==> config.mk <==
export PLATFORM = sky130hd
export DESIGN_NAME = capture_compare_unit
export DESIGN_NICKNAME = d
export VERILOG_FILES = /design/src/core/capcomp_pkg.sv /design/src/core/pin_edge_if.sv /design/src/core/capture_compare_unit.sv /design/src/core/pin_edge_detect.sv
export SDC_FILE = /design/constraint.sdc
export NUM_CORES = 1
export LEC_CHECK = 0
export BUFFER_PORTS_ARGS = -buffer_cell sky130_fd_sc_hd__buf_2
export CAP_MARGIN = 15
export CORE_MARGIN = 2
export CORE_UTILIZATION = 30
export CTS_BUF_LIST = sky130_fd_sc_hd__clkbuf_8
export CTS_CLUSTER_DIAMETER = 100
export CTS_CLUSTER_SIZE = 10
export DETAILED_ROUTE_END_ITERATION = 10
export HOLD_SLACK_MARGIN = 0.12
export MAX_ROUTING_LAYER = met4
export PLACE_DENSITY = 0.58
export SLEW_MARGIN = 10
export SYNTH_ARGS = -nofsm -noshare
export SYNTH_HDL_FRONTEND = slang
export SYNTH_SLANG_ARGS = --single-unit
==> constraint.sdc <==
create_clock -name clk_sys -period 2.7 [get_ports clk_sys]
set_input_delay 0.135 -clock clk_sys [delete_from_list [all_inputs] [get_ports clk_sys]]
set_output_delay 0.135 -clock clk_sys [all_outputs]
set_load 0.01 [all_outputs]
==> src/core/capcomp_pkg.sv <==
// Constants shared by the capture/compare unit, its checker and its bench
package capcomp_pkg;

  // ------------------------------------------------------------------
  // Register bus shape and unit sizes
  // ------------------------------------------------------------------
  localparam int ADDR_W = 4;
  localparam int DATA_W = 8;
  localparam int CNT_W = 16;
  localparam int NCHAN = 2;
  localparam int PRE_W = 6;

  // ------------------------------------------------------------------
  // Register offsets
  // ------------------------------------------------------------------
  localparam logic [3:0] OFF_CNT_CTRL = 4'h0;
  localparam logic [3:0] OFF_CNT_HI = 4'h1;
  localparam logic [3:0] OFF_CNT_LO = 4'h2;
  localparam logic [3:0] OFF_MOD_HI = 4'h3;
  localparam logic [3:0] OFF_MOD_LO = 4'h4;
  localparam logic [3:0] OFF_CH0_CTRL = 4'h5;
  localparam logic [3:0] CH_STRIDE = 4'h3;
  localparam logic [1:0] FLD_CTRL = 2'h0;
  localparam logic [1:0] FLD_HI = 2'h1;
  localparam logic [1:0] FLD_LO = 2'h2;

  // ------------------------------------------------------------------
  // Counter control fields
  // ------------------------------------------------------------------
  localparam int CC_OVF_BIT = 7;
  localparam int CC_OIE_BIT = 6;
  localparam int CC_HALT_BIT = 5;
  localparam int CC_RST_BIT = 4;
  localparam int CC_PS_LSB = 0;
  localparam logic [2:0] PS_NONE = 3'h7;

  // ------------------------------------------------------------------
  // Channel control fields
  // ------------------------------------------------------------------
  localparam int CH_FLAG_BIT = 7;
  localparam int CH_IE_BIT = 6;
  localparam int CH_MSB_BIT = 5;
  localparam int CH_MSA_BIT = 4;
  localparam int CH_ELSB_BIT = 3;
  localparam int CH_ELSA_BIT = 2;
  localparam int CH_TOV_BIT = 1;
  localparam int CH_MAX_BIT = 0;

  localparam logic [1:0] MODE_CAPTURE = 2'h0;
  localparam logic [1:0] MODE_UNBUF = 2'h1;
  localparam logic [1:0] MODE_BUF = 2'h2;

  // Edge/level field: capture edge or compare action
  localparam logic [1:0] ELS_OFF = 2'h0;
  localparam logic [1:0] ELS_RISE_TOGGLE = 2'h1;
  localparam logic [1:0] ELS_FALL_CLEAR = 2'h2;
  localparam logic [1:0] ELS_BOTH_SET = 2'h3;

  // ------------------------------------------------------------------
  // Reset values
  // ------------------------------------------------------------------
  localparam logic [7:0] CC_RESET = 8'h20;
  localparam logic [15:0] MOD_RESET = 16'hFFFF;
  localparam logic [7:0] CH_CTRL_RESET = 8'h00;
  localparam logic [15:0] CH_VAL_RESET = 16'h0000;

  typedef logic [CNT_W-1:0] count_t;

endpackage

==> src/core/pin_edge_if.sv <==
// Synchronised channel pin levels and edges
`timescale 1ns/100ps
interface pin_edge_if;
  logic [1:0] pin_raw;
  logic [1:0] level;
  logic [1:0] rise;
  logic [1:0] fall;
  modport det(input pin_raw, output level, output rise, output fall);
  modport user(output pin_raw, input level, input rise, input fall);
endinterface

==> src/core/capture_compare_unit.sv <==
// Two-channel capture/compare/PWM unit with its counter and registers
//
// Functional notes
// - Active pin edge copies counter into channel value pair.
// - Edge level field picks rising, falling or both edges for capture.
// - Capture event can raise a channel interrupt request.
// - Counter equal to channel value sets, clears or toggles pin.
// - Compare match can raise a channel interrupt request.
// - Unbuffered writes change compare value immediately; mistimed writes may miss.
// - Link select on channel 0 pairs both channels onto channel 0 pin.
// - Buffered: channel 1 write takes control at next overflow.
// - Buffered: each overflow hands control to most recently written pair.
// - Linked: channel 0 control governs, channel 1 pin released.
// - Toggle on overflow toggles pin when counter hits modulo.
// - PWM period is modulo plus one counter clocks.
// - Pulse width runs from overflow to compare match.
// - Mode 0:1 unbuffered compare, 1:0 buffered compare.
// - Compare action 1:0 clears pin, 1:1 sets pin.
// - Without overflow toggle a clear action holds the pin low: zero duty.
// - Max duty plus overflow toggle gives constant full duty.
// - Capture or compare sets the channel event flag.
// - At modulo the overflow flag sets and counter restarts at zero.
`timescale 1ns/100ps
module capture_compare_unit (
  input wire logic clk_sys,
  input wire logic rst,
  input wire logic [capcomp_pkg::ADDR_W-1:0] reg_addr,
  input wire logic [capcomp_pkg::DATA_W-1:0] reg_wdata,
  input wire logic reg_wr,
  input wire logic reg_rd,
  output logic [capcomp_pkg::DATA_W-1:0] reg_rdata,
  input wire logic [1:0] chan_pin_i,
  output logic [1:0] chan_pin_o,
  output logic [1:0] chan_pin_oe_n,
  output logic [1:0] chan_irq,
  output logic overflow_irq
);
  import capcomp_pkg::*;

  // ------------------------------------------------------------------
  // Decoding
  // ------------------------------------------------------------------
  function automatic logic [3:0] chan_addr(input logic ch,
                                           input logic [1:0] fld);
    chan_addr = OFF_CH0_CTRL + (ch ? CH_STRIDE : 4'h0) + {2'h0, fld};
  endfunction

  pin_edge_if pe();
  assign pe.pin_raw = chan_pin_i;
  pin_edge_detect u_edge (
    .clk_sys(clk_sys),
    .rst(rst),
    .pe(pe.det)
  );

  logic [7:0] cc_q;
  logic ovf_q;
  logic ovf_arm_q;
  logic [PRE_W-1:0] pre_q;
  count_t cnt_q;
  count_t mod_q;
  logic mod_hold_q;
  logic [7:0] cnt_lat_q;
  logic lat_valid_q;
  logic [7:0] rdata_q;
  logic act_sel_q;
  logic last_wr_q;

  logic [7:0] ctrl_q [NCHAN];
  count_t val_q [NCHAN];
  logic [NCHAN-1:0] flag_q;
  logic [NCHAN-1:0] flag_arm_q;
  logic [NCHAN-1:0] pin_q;
  logic [NCHAN-1:0] cmp_mode;
  logic [NCHAN-1:0] wr_ctrl;
  logic [NCHAN-1:0] wr_val;
  logic [7:0] ch_rd [NCHAN][3];

  wire wr_cc = reg_wr && reg_addr == OFF_CNT_CTRL;
  wire rd_cc = reg_rd && reg_addr == OFF_CNT_CTRL;
  wire wr_mod_hi = reg_wr && reg_addr == OFF_MOD_HI;
  wire wr_mod_lo = reg_wr && reg_addr == OFF_MOD_LO;
  wire rd_cnt_hi = reg_rd && reg_addr == OFF_CNT_HI;
  wire rd_cnt_lo = reg_rd && reg_addr == OFF_CNT_LO;
  wire halt = cc_q[CC_HALT_BIT];
  wire [2:0] ps = cc_q[CC_PS_LSB +: 3];
  wire cnt_reset = wr_cc && reg_wdata[CC_RST_BIT];
  wire linked = ctrl_q[0][CH_MSB_BIT];

  // ------------------------------------------------------------------
  // Prescaler and counter
  // ------------------------------------------------------------------
  wire [PRE_W:0] pre_full = (7'h01 << ps) - 7'h01;
  wire [PRE_W-1:0] pre_mask = pre_full[PRE_W-1:0];
  wire tick = !halt && ps != PS_NONE && (pre_q & pre_mask) == 6'h00;
  wire at_mod = cnt_q == mod_q;
  // Compares look at the value being entered, so that a channel value of N
  // gives a pulse of N ticks after the overflow toggle, not N plus one
  wire [15:0] cnt_nxt = at_mod ? 16'h0000 : cnt_q + 16'h0001;
  wire ovf_tick = tick && at_mod;
  // A half-written modulo must not raise a spurious overflow flag
  wire ovf_ev = ovf_tick && !mod_hold_q;
  wire ovf_clr = wr_cc && !reg_wdata[CC_OVF_BIT] && ovf_arm_q;

  always_ff @(posedge clk_sys) begin
    if (rst || cnt_reset) begin
      pre_q <= 6'h00;
    end else if (!halt) begin
      pre_q <= pre_q + 6'h01;
    end
  end

  always_ff @(posedge clk_sys) begin
    if (rst || cnt_reset) begin
      cnt_q <= 16'h0000;
    end else if (tick) begin
      cnt_q <= cnt_nxt;
    end
  end

  always_ff @(posedge clk_sys) begin
    if (rst) begin
      cc_q <= CC_RESET;
      ovf_q <= 1'b0;
      ovf_arm_q <= 1'b0;
    end else begin
      if (wr_cc) begin
        cc_q <= {2'b00, reg_wdata[CC_HALT_BIT], 1'b0,
                 reg_wdata[3:0]} | {1'b0, reg_wdata[CC_OIE_BIT], 6'h00};
      end
      // Set wins over a clear in the same cycle
      ovf_q <= ovf_ev | (ovf_q & ~ovf_clr);
      if (ovf_ev || ovf_clr) begin
        ovf_arm_q <= 1'b0;
      end else if (rd_cc && ovf_q) begin
        ovf_arm_q <= 1'b1;
      end
    end
  end

  always_ff @(posedge clk_sys) begin
    if (rst) begin
      mod_q <= MOD_RESET;
      mod_hold_q <= 1'b0;
    end else if (wr_mod_hi) begin
      mod_q[15:8] <= reg_wdata;
      mod_hold_q <= 1'b1;
    end else if (wr_mod_lo) begin
      mod_q[7:0] <= reg_wdata;
      mod_hold_q <= 1'b0;
    end
  end

  // Reading the high byte freezes the low byte for a coherent pair
  always_ff @(posedge clk_sys) begin
    if (rst) begin
      cnt_lat_q <= 8'h00;
      lat_valid_q <= 1'b0;
    end else if (rd_cnt_hi && !lat_valid_q) begin
      cnt_lat_q <= cnt_q[7:0];
      lat_valid_q <= 1'b1;
    end else if (rd_cnt_lo) begin
      lat_valid_q <= 1'b0;
    end
  end

  // ------------------------------------------------------------------
  // Buffered pair selection
  // ------------------------------------------------------------------
  wire link_rise = wr_ctrl[0] && reg_wdata[CH_MSB_BIT] && !linked;

  always_ff @(posedge clk_sys) begin
    if (rst || link_rise) begin
      act_sel_q <= 1'b0;
      last_wr_q <= 1'b0;
    end else begin
      if (wr_val[1]) begin
        last_wr_q <= 1'b1;
      end else if (wr_val[0]) begin
        last_wr_q <= 1'b0;
      end
      if (ovf_tick && linked) begin
        act_sel_q <= last_wr_q;
      end
    end
  end

  // ------------------------------------------------------------------
  // Channels
  // ------------------------------------------------------------------
  for (genvar c = 0; c < NCHAN; c++) begin : g_chan
    wire is_ch1 = c == 1;
    wire [1:0] mode = {ctrl_q[c][CH_MSB_BIT], ctrl_q[c][CH_MSA_BIT]};
    wire [1:0] els = {ctrl_q[c][CH_ELSB_BIT], ctrl_q[c][CH_ELSA_BIT]};
    wire tov = ctrl_q[c][CH_TOV_BIT];
    wire max_duty = ctrl_q[c][CH_MAX_BIT];
    wire released = is_ch1 && linked;
    wire cap_mode = mode == MODE_CAPTURE && !released;
    wire edge_hit = (els[0] && pe.rise[c]) || (els[1] && pe.fall[c]);
    // Captures are inhibited while the counter is halted
    wire cap_ev = cap_mode && edge_hit && !halt;
    wire use_buf = !is_ch1 && linked;
    wire [15:0] cmp_val = use_buf ? val_q[act_sel_q] : val_q[c];
    wire cmp_ev = cmp_mode[c] && tick && cnt_nxt == cmp_val;
    wire ev = cap_ev | cmp_ev;
    wire flag_clr = wr_ctrl[c] && !reg_wdata[CH_FLAG_BIT] && flag_arm_q[c];
    wire rd_ctrl = reg_rd && reg_addr == chan_addr(c[0], FLD_CTRL);
    wire wr_hi = reg_wr && reg_addr == chan_addr(c[0], FLD_HI);
    wire wr_lo = reg_wr && reg_addr == chan_addr(c[0], FLD_LO);

    assign cmp_mode[c] = mode != MODE_CAPTURE && !released;
    assign wr_ctrl[c] = reg_wr && reg_addr == chan_addr(c[0], FLD_CTRL);
    assign wr_val[c] = wr_hi || wr_lo;
    assign ch_rd[c][0] = {flag_q[c], ctrl_q[c][6:0]};
    assign ch_rd[c][1] = val_q[c][15:8];
    assign ch_rd[c][2] = val_q[c][7:0];
    assign chan_irq[c] = flag_q[c] & ctrl_q[c][CH_IE_BIT];
    assign chan_pin_o[c] = pin_q[c];
    assign chan_pin_oe_n[c] = !(cmp_mode[c] && els != ELS_OFF);

    always_ff @(posedge clk_sys) begin
      if (rst) begin
        ctrl_q[c] <= CH_CTRL_RESET;
        flag_q[c] <= 1'b0;
        flag_arm_q[c] <= 1'b0;
      end else begin
        if (wr_ctrl[c]) begin
          // Channel 1 has no link select bit
          ctrl_q[c] <= {1'b0, reg_wdata[6],
                        reg_wdata[CH_MSB_BIT] & !is_ch1, reg_wdata[4:0]};
        end
        flag_q[c] <= ev | (flag_q[c] & ~flag_clr);
        if (ev || flag_clr) begin
          flag_arm_q[c] <= 1'b0;
        end else if (rd_ctrl && flag_q[c]) begin
          flag_arm_q[c] <= 1'b1;
        end
      end
    end

    // Capture beats a software write landing in the same cycle
    always_ff @(posedge clk_sys) begin
      if (rst) begin
        val_q[c] <= CH_VAL_RESET;
      end else if (cap_ev) begin
        val_q[c] <= cnt_q;
      end else if (wr_hi) begin
        val_q[c][15:8] <= reg_wdata;
      end else if (wr_lo) begin
        val_q[c][7:0] <= reg_wdata;
      end
    end

    // Compare forces win over the overflow toggle when both coincide
    always_ff @(posedge clk_sys) begin
      if (rst) begin
        pin_q[c] <= 1'b0;
      end else if (!cmp_mode[c]) begin
        pin_q[c] <= 1'b0;
      end else if (max_duty && tov) begin
        pin_q[c] <= ~els[0];
      end else if (cmp_ev) begin
        case (els)
          ELS_RISE_TOGGLE: pin_q[c] <= ~pin_q[c];
          ELS_FALL_CLEAR: pin_q[c] <= 1'b0;
          ELS_BOTH_SET: pin_q[c] <= 1'b1;
          default: pin_q[c] <= pin_q[c];
        endcase
      end else if (ovf_tick && tov) begin
        pin_q[c] <= ~pin_q[c];
      end
    end
  end

  // ------------------------------------------------------------------
  // Read data
  // ------------------------------------------------------------------
  wire [7:0] cc_rd = {ovf_q, cc_q[6:5], 1'b0, cc_q[3:0]};
  wire [7:0] cnt_lo_rd = lat_valid_q ? cnt_lat_q : cnt_q[7:0];
  wire [3:0] ch_off = reg_addr - OFF_CH0_CTRL;
  wire ch_sel = ch_off >= CH_STRIDE;
  wire [3:0] fld_off = ch_sel ? ch_off - CH_STRIDE : ch_off;
  wire ch_hit = reg_addr >= OFF_CH0_CTRL &&
                ch_off < (CH_STRIDE + CH_STRIDE);
  wire [7:0] rd_mux =
    reg_addr == OFF_CNT_CTRL ? cc_rd :
    reg_addr == OFF_CNT_HI ? cnt_q[15:8] :
    reg_addr == OFF_CNT_LO ? cnt_lo_rd :
    reg_addr == OFF_MOD_HI ? mod_q[15:8] :
    reg_addr == OFF_MOD_LO ? mod_q[7:0] :
    ch_hit ? ch_rd[ch_sel][fld_off[1:0]] : 8'h00;

  always_ff @(posedge clk_sys) begin
    if (rst) begin
      rdata_q <= 8'h00;
    end else if (reg_rd) begin
      rdata_q <= rd_mux;
    end else begin
      rdata_q <= 8'h00;
    end
  end

  assign reg_rdata = rdata_q;
  assign overflow_irq = ovf_q & cc_q[CC_OIE_BIT];
endmodule

==> src/core/pin_edge_detect.sv <==
// Two-stage synchroniser and edge detector for the channel pins
`timescale 1ns/100ps
module pin_edge_detect (
  input wire logic clk_sys,
  input wire logic rst,
  pin_edge_if.det pe
);
  logic [1:0] meta_q;
  logic [1:0] sync_q;
  logic [1:0] prev_q;

  always_ff @(posedge clk_sys) begin
    if (rst) begin
      meta_q <= 2'h0;
      sync_q <= 2'h0;
      prev_q <= 2'h0;
    end else begin
      meta_q <= pe.pin_raw;
      sync_q <= meta_q;
      prev_q <= sync_q;
    end
  end

  // Only the second stage feeds the edge logic
  assign pe.level = sync_q;
  assign pe.rise = sync_q & ~prev_q;
  assign pe.fall = ~sync_q & prev_q;
endmodule

======== Word level (Yosys, flattened, before mapping) ========
Memory sizes are Yosys's and may differ from the RTL's. A register that Yosys moved wholly into a read port is not among the register bits.
Index checks and enable logic that the tools add are counted.
word-level totals
  register bits after elaboration ......... 79
  output and inout port bits .............. 15
  memories ................................ 2
  input bits .............................. 18
  memory bits (writable) .................. 46
  logic and storage cells ................. 260
memories
  name    depth  width  rd ports  clocked after Yosys merged registers in  write ports  RTL line                    text
  val_q   2      16     3         1                                        2            capture_compare_unit.sv:70  count_t val_q [NCHAN];
  ctrl_q  2      7      2         0                                        2            capture_compare_unit.sv:69  logic [7:0] ctrl_q [NCHAN];
operators by class
  magnitude comparators ................... 5
  bitwise logic cells ..................... 38
  $add $sub $neg .......................... 5
  shifts and indexed selects .............. 1
  reductions and logical operators ........ 92
  mux-type cells .......................... 72
  equality and inequality tests ........... 22
operator list
  operator                                             number
  two-way mux 8 bit                                    13
  two-way mux 24 bit                                   3
  two-way mux 16 bit                                   4
  logical AND 1 bit                                    53
  equality test 16 bit                                 3
  two-way mux 1 bit                                    46
  adder 16 x 1 -> 16 bit, second input constant        1
  binary-select mux 8 bit (select 2 bit)               1
  equality test 4 x 3 -> 1 bit, second input constant  4
  two-way mux 7 bit                                    2
  nonzero test 2 bit                                   7
  OR 1 bit                                             13
  equality test 4 bit, second input constant           3
  OR reduction 2 bit                                   6
  inverter 1 bit                                       11
  != test 5 x 1 -> 1 bit, second input constant        2
  logical OR 1 bit                                     9
  equality test 2 bit, second input constant           4
  equality test 4 x 2 -> 1 bit, second input constant  2
  logical NOT 1 bit                                    7
  OR 6 x 7 -> 7 bit                                    1
  adder 6 x 1 -> 6 bit, second input constant          1
  AND 1 bit                                            6
  AND 6 bit                                            1
  other kinds (24)                                     32

======== Longest topological paths before layout ========
Gate-level depths: netlist of the first run.
  depth after elaboration ................. 15
  gate-level depth with buffers ........... 15
  gate-level depth less buffers ........... 11

======== Cells and area by module ========
From an unflattened synthesis of the first run, not the netlist that was laid out.
second synthesis, totals
  cells, all modules ...................... 849
  area total of the unflattened synthesis .. 7682.4 sq um
by module, submodules not included
  module                area each (sq um)  instances  seq. area each (sq um)  cells each
  capture_compare_unit  7499.7             1          2812.7                  833
  pin_edge_detect       182.7              1          120.1                   16

======== Worst setup path before layout of the first run ========
No wires, ideal clock.
  kind .................................... register to register
  from .................................... register cnt_q[0]
  to ...................................... register pin_q[0], in the netlist chan_pin_o[0]
  setup time .............................. 0.095 ns
  arrival time ............................ 2.864 ns
  stages on the path, launching flop included .. 12
  required time ........................... 2.605 ns
  period minus slack after synthesis ...... 2.960 ns
  path slack .............................. -0.260 ns
  buffers on the path ..................... 1
  cell sequence ........................... dfxtp_1 ha_1 clkbuf_1 nand3_1 o31a_1 or2_2 nor4b_1 a211oi_1 nor4b_2 nand2_1 a21bo_2 a221oi_1
between the ends
  longest elaborated chain between the ends .. 6
  elaborated cells on any way between the ends .. 12
  those cells by class .................... 1 x add/sub; 3 x eq/ne; 3 x mux; 5 x reduce/logical
RTL lines
  what                                                                       RTL line                                                text
  start: declaration                                                         capture_compare_unit.sv:60                              count_t cnt_q;
  start signal: assignment                                                   capture_compare_unit.sv:117                             cnt_q <= cnt_nxt;
  adder 16 x 1 -> 16 bit or equality test 16 bit (tied branches)             capture_compare_unit.sv:99, capture_compare_unit.sv:96
  two-way mux 16 bit                                                         capture_compare_unit.sv:99                              wire [15:0] cnt_nxt = at_mod ? 16'h0000 : cnt_q + 16'h0001;
  equality test 16 bit                                                       capture_compare_unit.sv:204                             wire cmp_ev = cmp_mode[c] && tick && cnt_nxt == cmp_val;
  logical AND 1 bit                                                          capture_compare_unit.sv:204
  != test 5 x 1 -> 1 bit (no source line) (tied with other cells)            --
  AND reduction 2 bit (no source line) or two-way mux 1 bit (tied branches)  --
  end signal: indexed assignment                                             capture_compare_unit.sv:261                             pin_q[c] <= ~els[0];
  end signal: indexed assignment                                             capture_compare_unit.sv:264                             ELS_RISE_TOGGLE: pin_q[c] <= ~pin_q[c];
  end signal: indexed assignment                                             capture_compare_unit.sv:267                             default: pin_q[c] <= pin_q[c];
  end: declaration                                                           capture_compare_unit.sv:73                              logic [NCHAN-1:0] pin_q;
Several ways; a longest one is shown, not always the timed one.
A chain may end at the register's enable or synchronous reset.

======== Worst setup path after layout of the first run ========
  from .................................... register cnt_q[3]
  to ...................................... register pin_q[1], in the netlist chan_pin_o[1]
The elaborated chain is that of the path after synthesis.

==> out/summary.log, run 1 <==
INFO  outcome        result_of_the_run=finished, violations left
INFO  outcome        violated_checks=negative setup slack
INFO  power_and_ir_drop pwr_density_cell=382.4nW/um2
INFO  synth          synth_compound_gate_area_share=20.80%
INFO  floorplan      die-width=165.7um
INFO  grt            global_route.overflow_total=0
INFO  power_and_ir_drop power.share.sequential=50.8%
INFO  sta            max_freq=0.3456GHz
INFO  critical_path  worst-endpoint-required=3.04ns
INFO  grt            most_used_routing_layer_in_global_routing=met2
INFO  critical_path  max_stage_delay=0.41ns
INFO  synth          syn-num-nets=901
INFO  run            max_cap_violation_count=0
INFO  final_layout   nFillCells=2604
INFO  sta            tightest_slew=0.9054ns
INFO  power_and_ir_drop peakVddDrop=0.0004145V
INFO  route          route.detailed.wl_per_inst=21.26um
INFO  placed_design  buffer_ports.inserted=32
INFO  power_and_ir_drop share_clk_of_total_power=35.8%
INFO  synth          yosys_register_bits=124
INFO  floorplan      floorplan.rows=59
INFO  power_and_ir_drop power.switching=1163uW
INFO  floorplan      die_area=27460um2
INFO  grt            grtUsageMet3=4.373%
INFO  route          route.detailed.drc=0
INFO  placed_design  post-dp-hpwl=22.63mm
INFO  synth          synth_ff_type=dfxtp_1
INFO  cts            clk_path_buf_depth=2
INFO  critical_path  cp_cell_sequence=buf_6, and4_4, a21oi_4, or3_1, a2111o_1, o211a_1, or3_4, nor3_4, mux2i_1, o31a_1
INFO  final_layout   area.growth.synth_to_final=33.19%
INFO  route          first_pass_iters=5
INFO  grt            maximum_number_of_pins_on_one_net_before_global_route_repair=34
INFO  synth          synth-edff-count=45
INFO  synth          avgSynthCellArea=8.976um2
INFO  route          drt_iter0_markers=607
INFO  route          routed_wirelength=30.07mm
INFO  synth          post_synth_num_cell_types=81
INFO  grt            grt_use_total=22.27%
INFO  power_and_ir_drop intPower=2833uW
INFO  placed_design  finalWeightedCongestion=0.9097
INFO  power_and_ir_drop p_comb_share=13.4%
INFO  hold_path      min_path_type=in -> reg
INFO  sta            period_needed=2.893ns
INFO  floorplan      floorplan.die.height=165.7um
INFO  grt            groute.layer.met2.usage=34.62%
INFO  final_layout   combined_area_of_the_multi_input_logic_cells=4868um2
INFO  synth          netlist_area=7845um2
INFO  final_layout   final_core_utilization=40.44%
INFO  route          post_dr_vias_cell=5.550
INFO  synth          yosys.area_share.adder=1.435%
INFO  placed_design  place_worst_setup_slack=-0.5562ns
INFO  power_and_ir_drop leakage=0.004207uW
INFO  synth          async_reset_ff_share=0%
INFO  floorplan      floorplan.io_pins=33
INFO  final_layout   nNetsFinal=1093
INFO  final_layout   layout.area.seq=2967um2
INFO  final_layout   instances_no_fill=1414
INFO  synth          syn-instance-count=874
INFO  synth          synth.mux.area_fraction=6.794%
INFO  final_layout   inserted_diodes=0
INFO  route          drt.antenna.violating_nets=0
INFO  critical_path  timing.critical_path.fanout_max=4
INFO  sta            finalHoldViolations=0
INFO  power_and_ir_drop netSwitchingFraction=29.11%
INFO  cts            worstSkewPairLatency=0.45ns
INFO  synth          post_synth_and_or_nand_nor_area_fraction=23.65%
INFO  placed_design  place_inst=1356
INFO  sta            drv_slew=0
INFO  critical_path  timing.setup.critical_path_class=reg -> reg
INFO  cts            cts_sinks=124
INFO  sta            setup_viol=5
INFO  grt            use_met1=27.66%
INFO  synth          synth_top_family_by_area=simple AND/OR/NAND/NOR gates
INFO  cts            cts.reportedPaths.clkPinSlew=0.08ns
INFO  floorplan      core_area=25840um2
INFO  critical_path  setup.worst_path.end_class=register
INFO  sta            timing.hold.ws=0.1324ns
INFO  synth          yosysSeqAreaShare=37.38%
INFO  synth          number_of_synthesis_warnings=0
INFO  route          dr_total_vias=7848
INFO  cts            cts-htree-levels=4
INFO  sta            final_min_period_over_clock_period=107.2%
INFO  sta            timing.clock.skew=0.01800ns
INFO  synth          post_synth_xor_xnor_area=5.263%
INFO  cts            cts.root.buffer_cell=clkbuf_8
INFO  sta            rsz0062_at_grt=true
INFO  grt            first_pass_grt_wire_length=45.51mm
INFO  sta            worst_path_setup_slack_after_routing=-0.1933ns
INFO  critical_path  critical_path.startpoint_type=register
INFO  final_layout   drive_gt1_share=32.34%
INFO  critical_path  timing.critical_path.arrival=3.24ns
INFO  sta            max-slew-margin-rel=39.52%
INFO  grt            grt_pass1_vias=7645
INFO  critical_path  critPathSlowestCell=a2111o_1
INFO  cts            cts_tree=built
INFO  floorplan      start_util=30.36%
INFO  grt            antenna_found_initial=0
INFO  cts            cts_inserted_buffers=17
## worst paths after layout
| check | startpoint | endpoint | slack (ns) | cells after the start |
|---|---|---|---|---|
| worst max-delay path | cnt_q[3] | chan_pin_o[1] | -0.19 | 10 |
| worst min-delay path | reg_wdata[5] | cc_q[5] | 0.13 | 3 |
| worst max register to register | cnt_q[3] | chan_pin_o[1] | -0.19 | 10 |
| worst min register to register | u_edge.meta_q[1] | u_edge.pe.level[1] | 0.47 | 1 |
## cell type report
class | instances | share of cell area, %
multi-input cells | 666 | 46.59
clock inverters | 15 | 0.9340
repair buffers | 240 | 17.18
inverters | 17 | 0.6466
well taps | 335 | 4.011
flip-flops and latches | 124 | 28.39
clock buffers | 17 | 2.239
## synth_stat cells (6+ instances only)
master	count	area (um2)
a2111oi_0	6	52.55
a211o_1	20	175.2
a211oi_1	8	60.06
a21o_1	9	67.56
a21oi_1	51	255.2
a22o_1	33	289.0
a22oi_1	6	45.04
and2_1	21	131.4
and3_1	23	143.9
buf_1	6	22.52
buf_2	17	85.08
clkbuf_1	38	142.6
dfxtp_1	79	1582
edfxtp_1	45	1351
ha_1	9	112.6
inv_1	17	63.81
mux2i_1	33	330.3
mux4_2	7	157.7
nand2_1	69	259.0
nand2b_1	9	56.30
nand3_1	26	130.1
nand3b_1	9	67.56
nand4_1	7	43.79
nor2_1	71	266.5
nor2b_1	14	87.58
nor3_1	25	125.1
nor4_1	17	106.4
o211ai_1	8	60.06
o21ai_0	34	170.2
o22ai_1	7	43.79
o31a_1	6	52.55
or2_2	6	37.54
or3_1	9	56.30
xnor2_1	16	140.1
xor2_1	26	227.7
## per-stage QoR
stage | TNS (ns) | power (uW) | area, um2
after global placement | -2.393 | 2581 | 9537
final | -0.5418 | 3996 | 10450
after detailed placement | -2.657 | 2584 | 9544
after global routing | -1.234 | 4138 | 10450
after floorplan | -0.03789 | 2349 | 7923
after CTS | -0.2697 | 4004 | 10330
## power groups by stage
stage	clock (uW)	combinational, uW	sequential, uW
finish	1430	536	2030
floorplan	0	286	2060
global placement	0	503	2080
detailed placement	0	504	2080
global route	1530	574	2040
CTS	1450	523	2030
## cells by family after synthesis
| family | after synthesis |
|---|---|
| AOI/OAI and AO/OA | 230 |
| xor gates and xnor gates | 44 |
| adders and majority gates | 9 |
| buffers and inverters | 84 |
| DFF | 124 |
| muxes | 44 |
| and+or+nand+nor | 339 |
## state kept, by name (all words and copies together), names as in the netlist, 6 cells and up, named ones only
name and cells:
cc_q 6, cnt_lat_q 8, cnt_q 16, ctrl_q 13, mod_q 16, pre_q 6, reg_rdata 8, val_q 32
## cell usage in the layout (no fill, tap or decap), types with 9 or more instances in the layout
cell and n:
nand3_1 25, xor2_1 24, nor4_1 9, xnor2_1 12
clkbuf_8 17, buf_6 11, o21ai_0 33, a21oi_1 49
a21o_1 9, nand2b_1 9, dfxtp_1 66, buf_4 188
and2_1 21, inv_1 17, nand2_1 67, a22o_1 33
nor3_1 24, nor2_1 68, edfxtp_1 45, buf_2 32
and3_1 22, mux2i_1 33, nand3b_1 9, nor2b_1 14
a211o_1 20
## worst max-delay path: cells and delay by family (launching register included)
family | cells | cell delay, ns
AND/OR/NAND/NOR | 4 | 1.26
buffers and inverters | 1 | 0.12
flip-flops | 1 | 0.39
multiplexers | 1 | 0.11
AO/OA/AOI/OAI | 4 | 0.92
## repair_timing
action,in CTS,in global routing
gates cloned,0,0
pin swaps,19,7
endpoints found under the hold margin,8,0
gates resized for setup,61,19
endpoints found under the setup margin,6,7
hold buffers,8,0
buffers inserted,14,4
## per-layer routing
layer  share of wire [%]  up-vias  wire length [um]
met1                  42     3812             12660
li1                    -     3658                 -
met3                 7.4       68              2212
met4                 4.8        0              1454
met5                   0        -                 0
met2                  46      310             13740
Power figures use the tool's default switching activity.
==> run 2, diff against run 1 <==
--- a/config.mk
+++ b/config.mk
@@ -8,14 +8,14 @@
 export BUFFER_PORTS_ARGS = -buffer_cell sky130_fd_sc_hd__buf_2
 export CAP_MARGIN = 15
 export CORE_MARGIN = 2
-export CORE_UTILIZATION = 30
+export CORE_UTILIZATION = 50
 export CTS_BUF_LIST = sky130_fd_sc_hd__clkbuf_8
 export CTS_CLUSTER_DIAMETER = 100
 export CTS_CLUSTER_SIZE = 10
 export DETAILED_ROUTE_END_ITERATION = 10
 export HOLD_SLACK_MARGIN = 0.12
 export MAX_ROUTING_LAYER = met4
-export PLACE_DENSITY = 0.58
+export PLACE_DENSITY = 0.81
 export SLEW_MARGIN = 10
 export SYNTH_ARGS = -nofsm -noshare
 export SYNTH_HDL_FRONTEND = slang
==> run 2 against run 1 <==
The flow still finishes with violations (negative setup slack). Clock skew down 0.0040 ns. Sequential share of layout area up 0.19 points. Final area down 0.49%. Flip-flop and latch count unchanged. Core utilization up 28 points. Register-to-register slack worse by 0.08 ns. Non-clock buffer count down 2. First-iteration DRC count up 95%. Hold slack better by 0.014 ns.
==> out/summary.log, run 2 (synthesis results as in run 1) <==
INFO  final_layout   largest_registers=val_q x32, cnt_q x16, mod_q x16
INFO  sta            timing.clock.skew=0.01400ns
INFO  route          route.detailed.drc=0
INFO  critical_path  cp_cell_sequence=xor2_1, nor4_2, nand4_1, buf_6, bufbuf_16, o21ai_0, buf_4, nand3_1, o311ai_0, buf_4, nand2_2, buf_6, mux2i_1, a221oi_1
INFO  critical_path  critPathSlowestCell=nor4_2
INFO  floorplan      start_util=51.41%
INFO  floorplan      die_area=16710um2
INFO  placed_design  finalWeightedCongestion=1.033
INFO  cts            cts_sinks=124
INFO  critical_path  timing.critical_path.arrival=3.35ns
INFO  cts            cts-htree-levels=4
INFO  sta            rsz0062_at_grt=true
INFO  final_layout   inserted_diodes=0
INFO  final_layout   combined_area_of_the_multi_input_logic_cells=4861um2
INFO  critical_path  crit_buf_inv=5
INFO  floorplan      die-width=129.3um
INFO  final_layout   registers.top_by_ff_count=val_q
INFO  grt            grt_pass1_vias=7956
INFO  sta            finalHoldViolations=0
INFO  sta            drv_slew=0
INFO  critical_path  timing.critical_path.fanout_max=5
INFO  cts            clk_path_buf_depth=2
INFO  outcome        violated_checks=negative setup slack
INFO  sta            tightest_slew=0.8132ns
INFO  critical_path  critPathTopFamily=buffers and inverters
INFO  critical_path  worst-endpoint-required=3.08ns
INFO  sta            setup_viol=6
INFO  final_layout   drive_gt1_share=31.48%
INFO  final_layout   layout.area.seq=2972um2
INFO  critical_path  critical_path.startpoint_type=register
INFO  power_and_ir_drop leakage=0.004215uW
INFO  cts            worstSkewPairLatency=0.46ns
INFO  placed_design  post-dp-hpwl=21.25mm
INFO  grt            antenna_found_initial=0
INFO  sta            max-slew-margin-rel=45.37%
INFO  placed_design  buffer_ports.inserted=32
INFO  power_and_ir_drop peakVddDrop=0.0005461V
INFO  run            max_cap_violation_count=0
INFO  cts            cts_tree=built
INFO  route          route.detailed.wl_per_inst=23.06um
INFO  route          drt_iter0_markers=1184
INFO  cts            cts.root.buffer_cell=clkbuf_8
INFO  power_and_ir_drop power=4132uW
INFO  critical_path  max_stage_delay=0.41ns
INFO  floorplan      floorplan.io_pins=33
INFO  placed_design  place_worst_setup_slack=-0.3913ns
INFO  cts            cts_inserted_buffers=17
INFO  sta            worst_path_setup_slack_after_routing=-0.2734ns
INFO  final_layout   area.growth.synth_to_final=32.54%
INFO  floorplan      floorplan.rows=45
INFO  power_and_ir_drop pwr_density_cell=397.4nW/um2
INFO  final_layout   number_of_flip_flops_under_the_largest_register_name=32
INFO  sta            period_needed=2.973ns
INFO  final_layout   layout.cells.most_common=buf_4
INFO  critical_path  timing.setup.critical_path_class=reg -> reg
INFO  route          routed_wirelength=29.71mm
INFO  sta            max_freq=0.3363GHz
INFO  sta            final_min_period_over_clock_period=110.1%
INFO  final_layout   layout.cells.most_common_list=buf_4 (173), nor2_1 (69), dfxtp_1 (68), nand2_1 (65), a21oi_1 (49)
INFO  route          dr_total_vias=8447
INFO  grt            first_pass_grt_wire_length=44.51mm
INFO  floorplan      floorplan.die.height=129.3um
INFO  cts            cts.reportedPaths.clkPinSlew=0.09ns
INFO  floorplan      core_area=15260um2
INFO  route          first_pass_iters=8
INFO  hold_path      min_path_type=in -> reg
INFO  outcome        result_of_the_run=finished, violations left
INFO  grt            maximum_number_of_pins_on_one_net_before_global_route_repair=37
INFO  critical_path  setup.worst_path.end_class=register
INFO  grt            grt_use_total=36.65%
INFO  final_layout   nNetsFinal=1091
INFO  route          post_dr_vias_cell=6.558
INFO  grt            global_route.overflow_total=0
INFO  route          drt.antenna.violating_nets=0
INFO  final_layout   nFillCells=1109
run 2: cell count changes in the layout (fill, tap and decap cells not counted), moves of 4 or more:
cell	previous run	this run
dlygate4sd3_1	8	12
a2111oi_2	4	0
dfxtp_2	6	1
buf_4	188	173
buf_6	11	16
run 2: metrics by stage:
step | instance area, um2 | hold slack (ns) | setup TNS (ns) | utilization (%) | std cells
after floorplan | 7923 | 0.2562 | -0.03789 | - | 874
after global placement | 9343 | 0.3526 | -1.377 | 61.23 | 1223
after detailed placement | 9343 | 0.3743 | -2.127 | 61.23 | 1223
after CTS | 10180 | 0.1239 | -0.9447 | 66.72 | 1283
after global routing | 10400 | 0.1340 | -2.156 | 68.14 | 1288
final | 10400 | 0.1459 | -1.294 | 68.14 | 1288
run 2: power by group:
part | leakage [uW] | switching [uW] | internal [uW]
clock | 0.000180 | 885 | 667
combinational | 0.00293 | 323 | 230
sequential | 0.00110 | 52.0 | 1980
run 2: final cells by class:
| class | instances | share of cell area [%] |
|---|---|---|
| clock inverters | 15 | 1.264 |
| multi-input cells | 666 | 46.75 |
| well taps | 211 | 2.539 |
| inverters | 17 | 0.6137 |
| repair buffers | 238 | 18.00 |
| clock buffers | 17 | 2.250 |
| flip-flops and latches | 124 | 28.58 |
run 2: layer usage:
| layer | vias to the layer above | global-route usage [%] | part of all wire (%) |
|---|---|---|---|
| met2 | 674 | 57.65 | 46 |
| met5 | - | - | 0 |
| li1 | 3642 | - | - |
| met3 | 169 | 7.927 | 12 |
| met4 | 0 | 18.41 | 6.5 |
| met1 | 3962 | 44.60 | 36 |
run 2: worst paths after layout:
path	start	cells after the start	to	slack (ns)
min reg2reg	u_edge.meta_q[1]	1	u_edge.pe.level[1]	0.46
min	reg_wdata[4]	2	val_q[1][12]	0.15
max	cnt_q[8]	14	chan_pin_o[0]	-0.27
max reg2reg	cnt_q[8]	14	chan_pin_o[0]	-0.27
run 2: repair_timing:
action	in CTS	in global routing
pin swaps	17	14
hold buffers	12	0
resized for setup	50	36
setup buffers	15	7
endpoints found under the hold margin	15	0
cloned	1	0
setup endpoints to repair	6	8
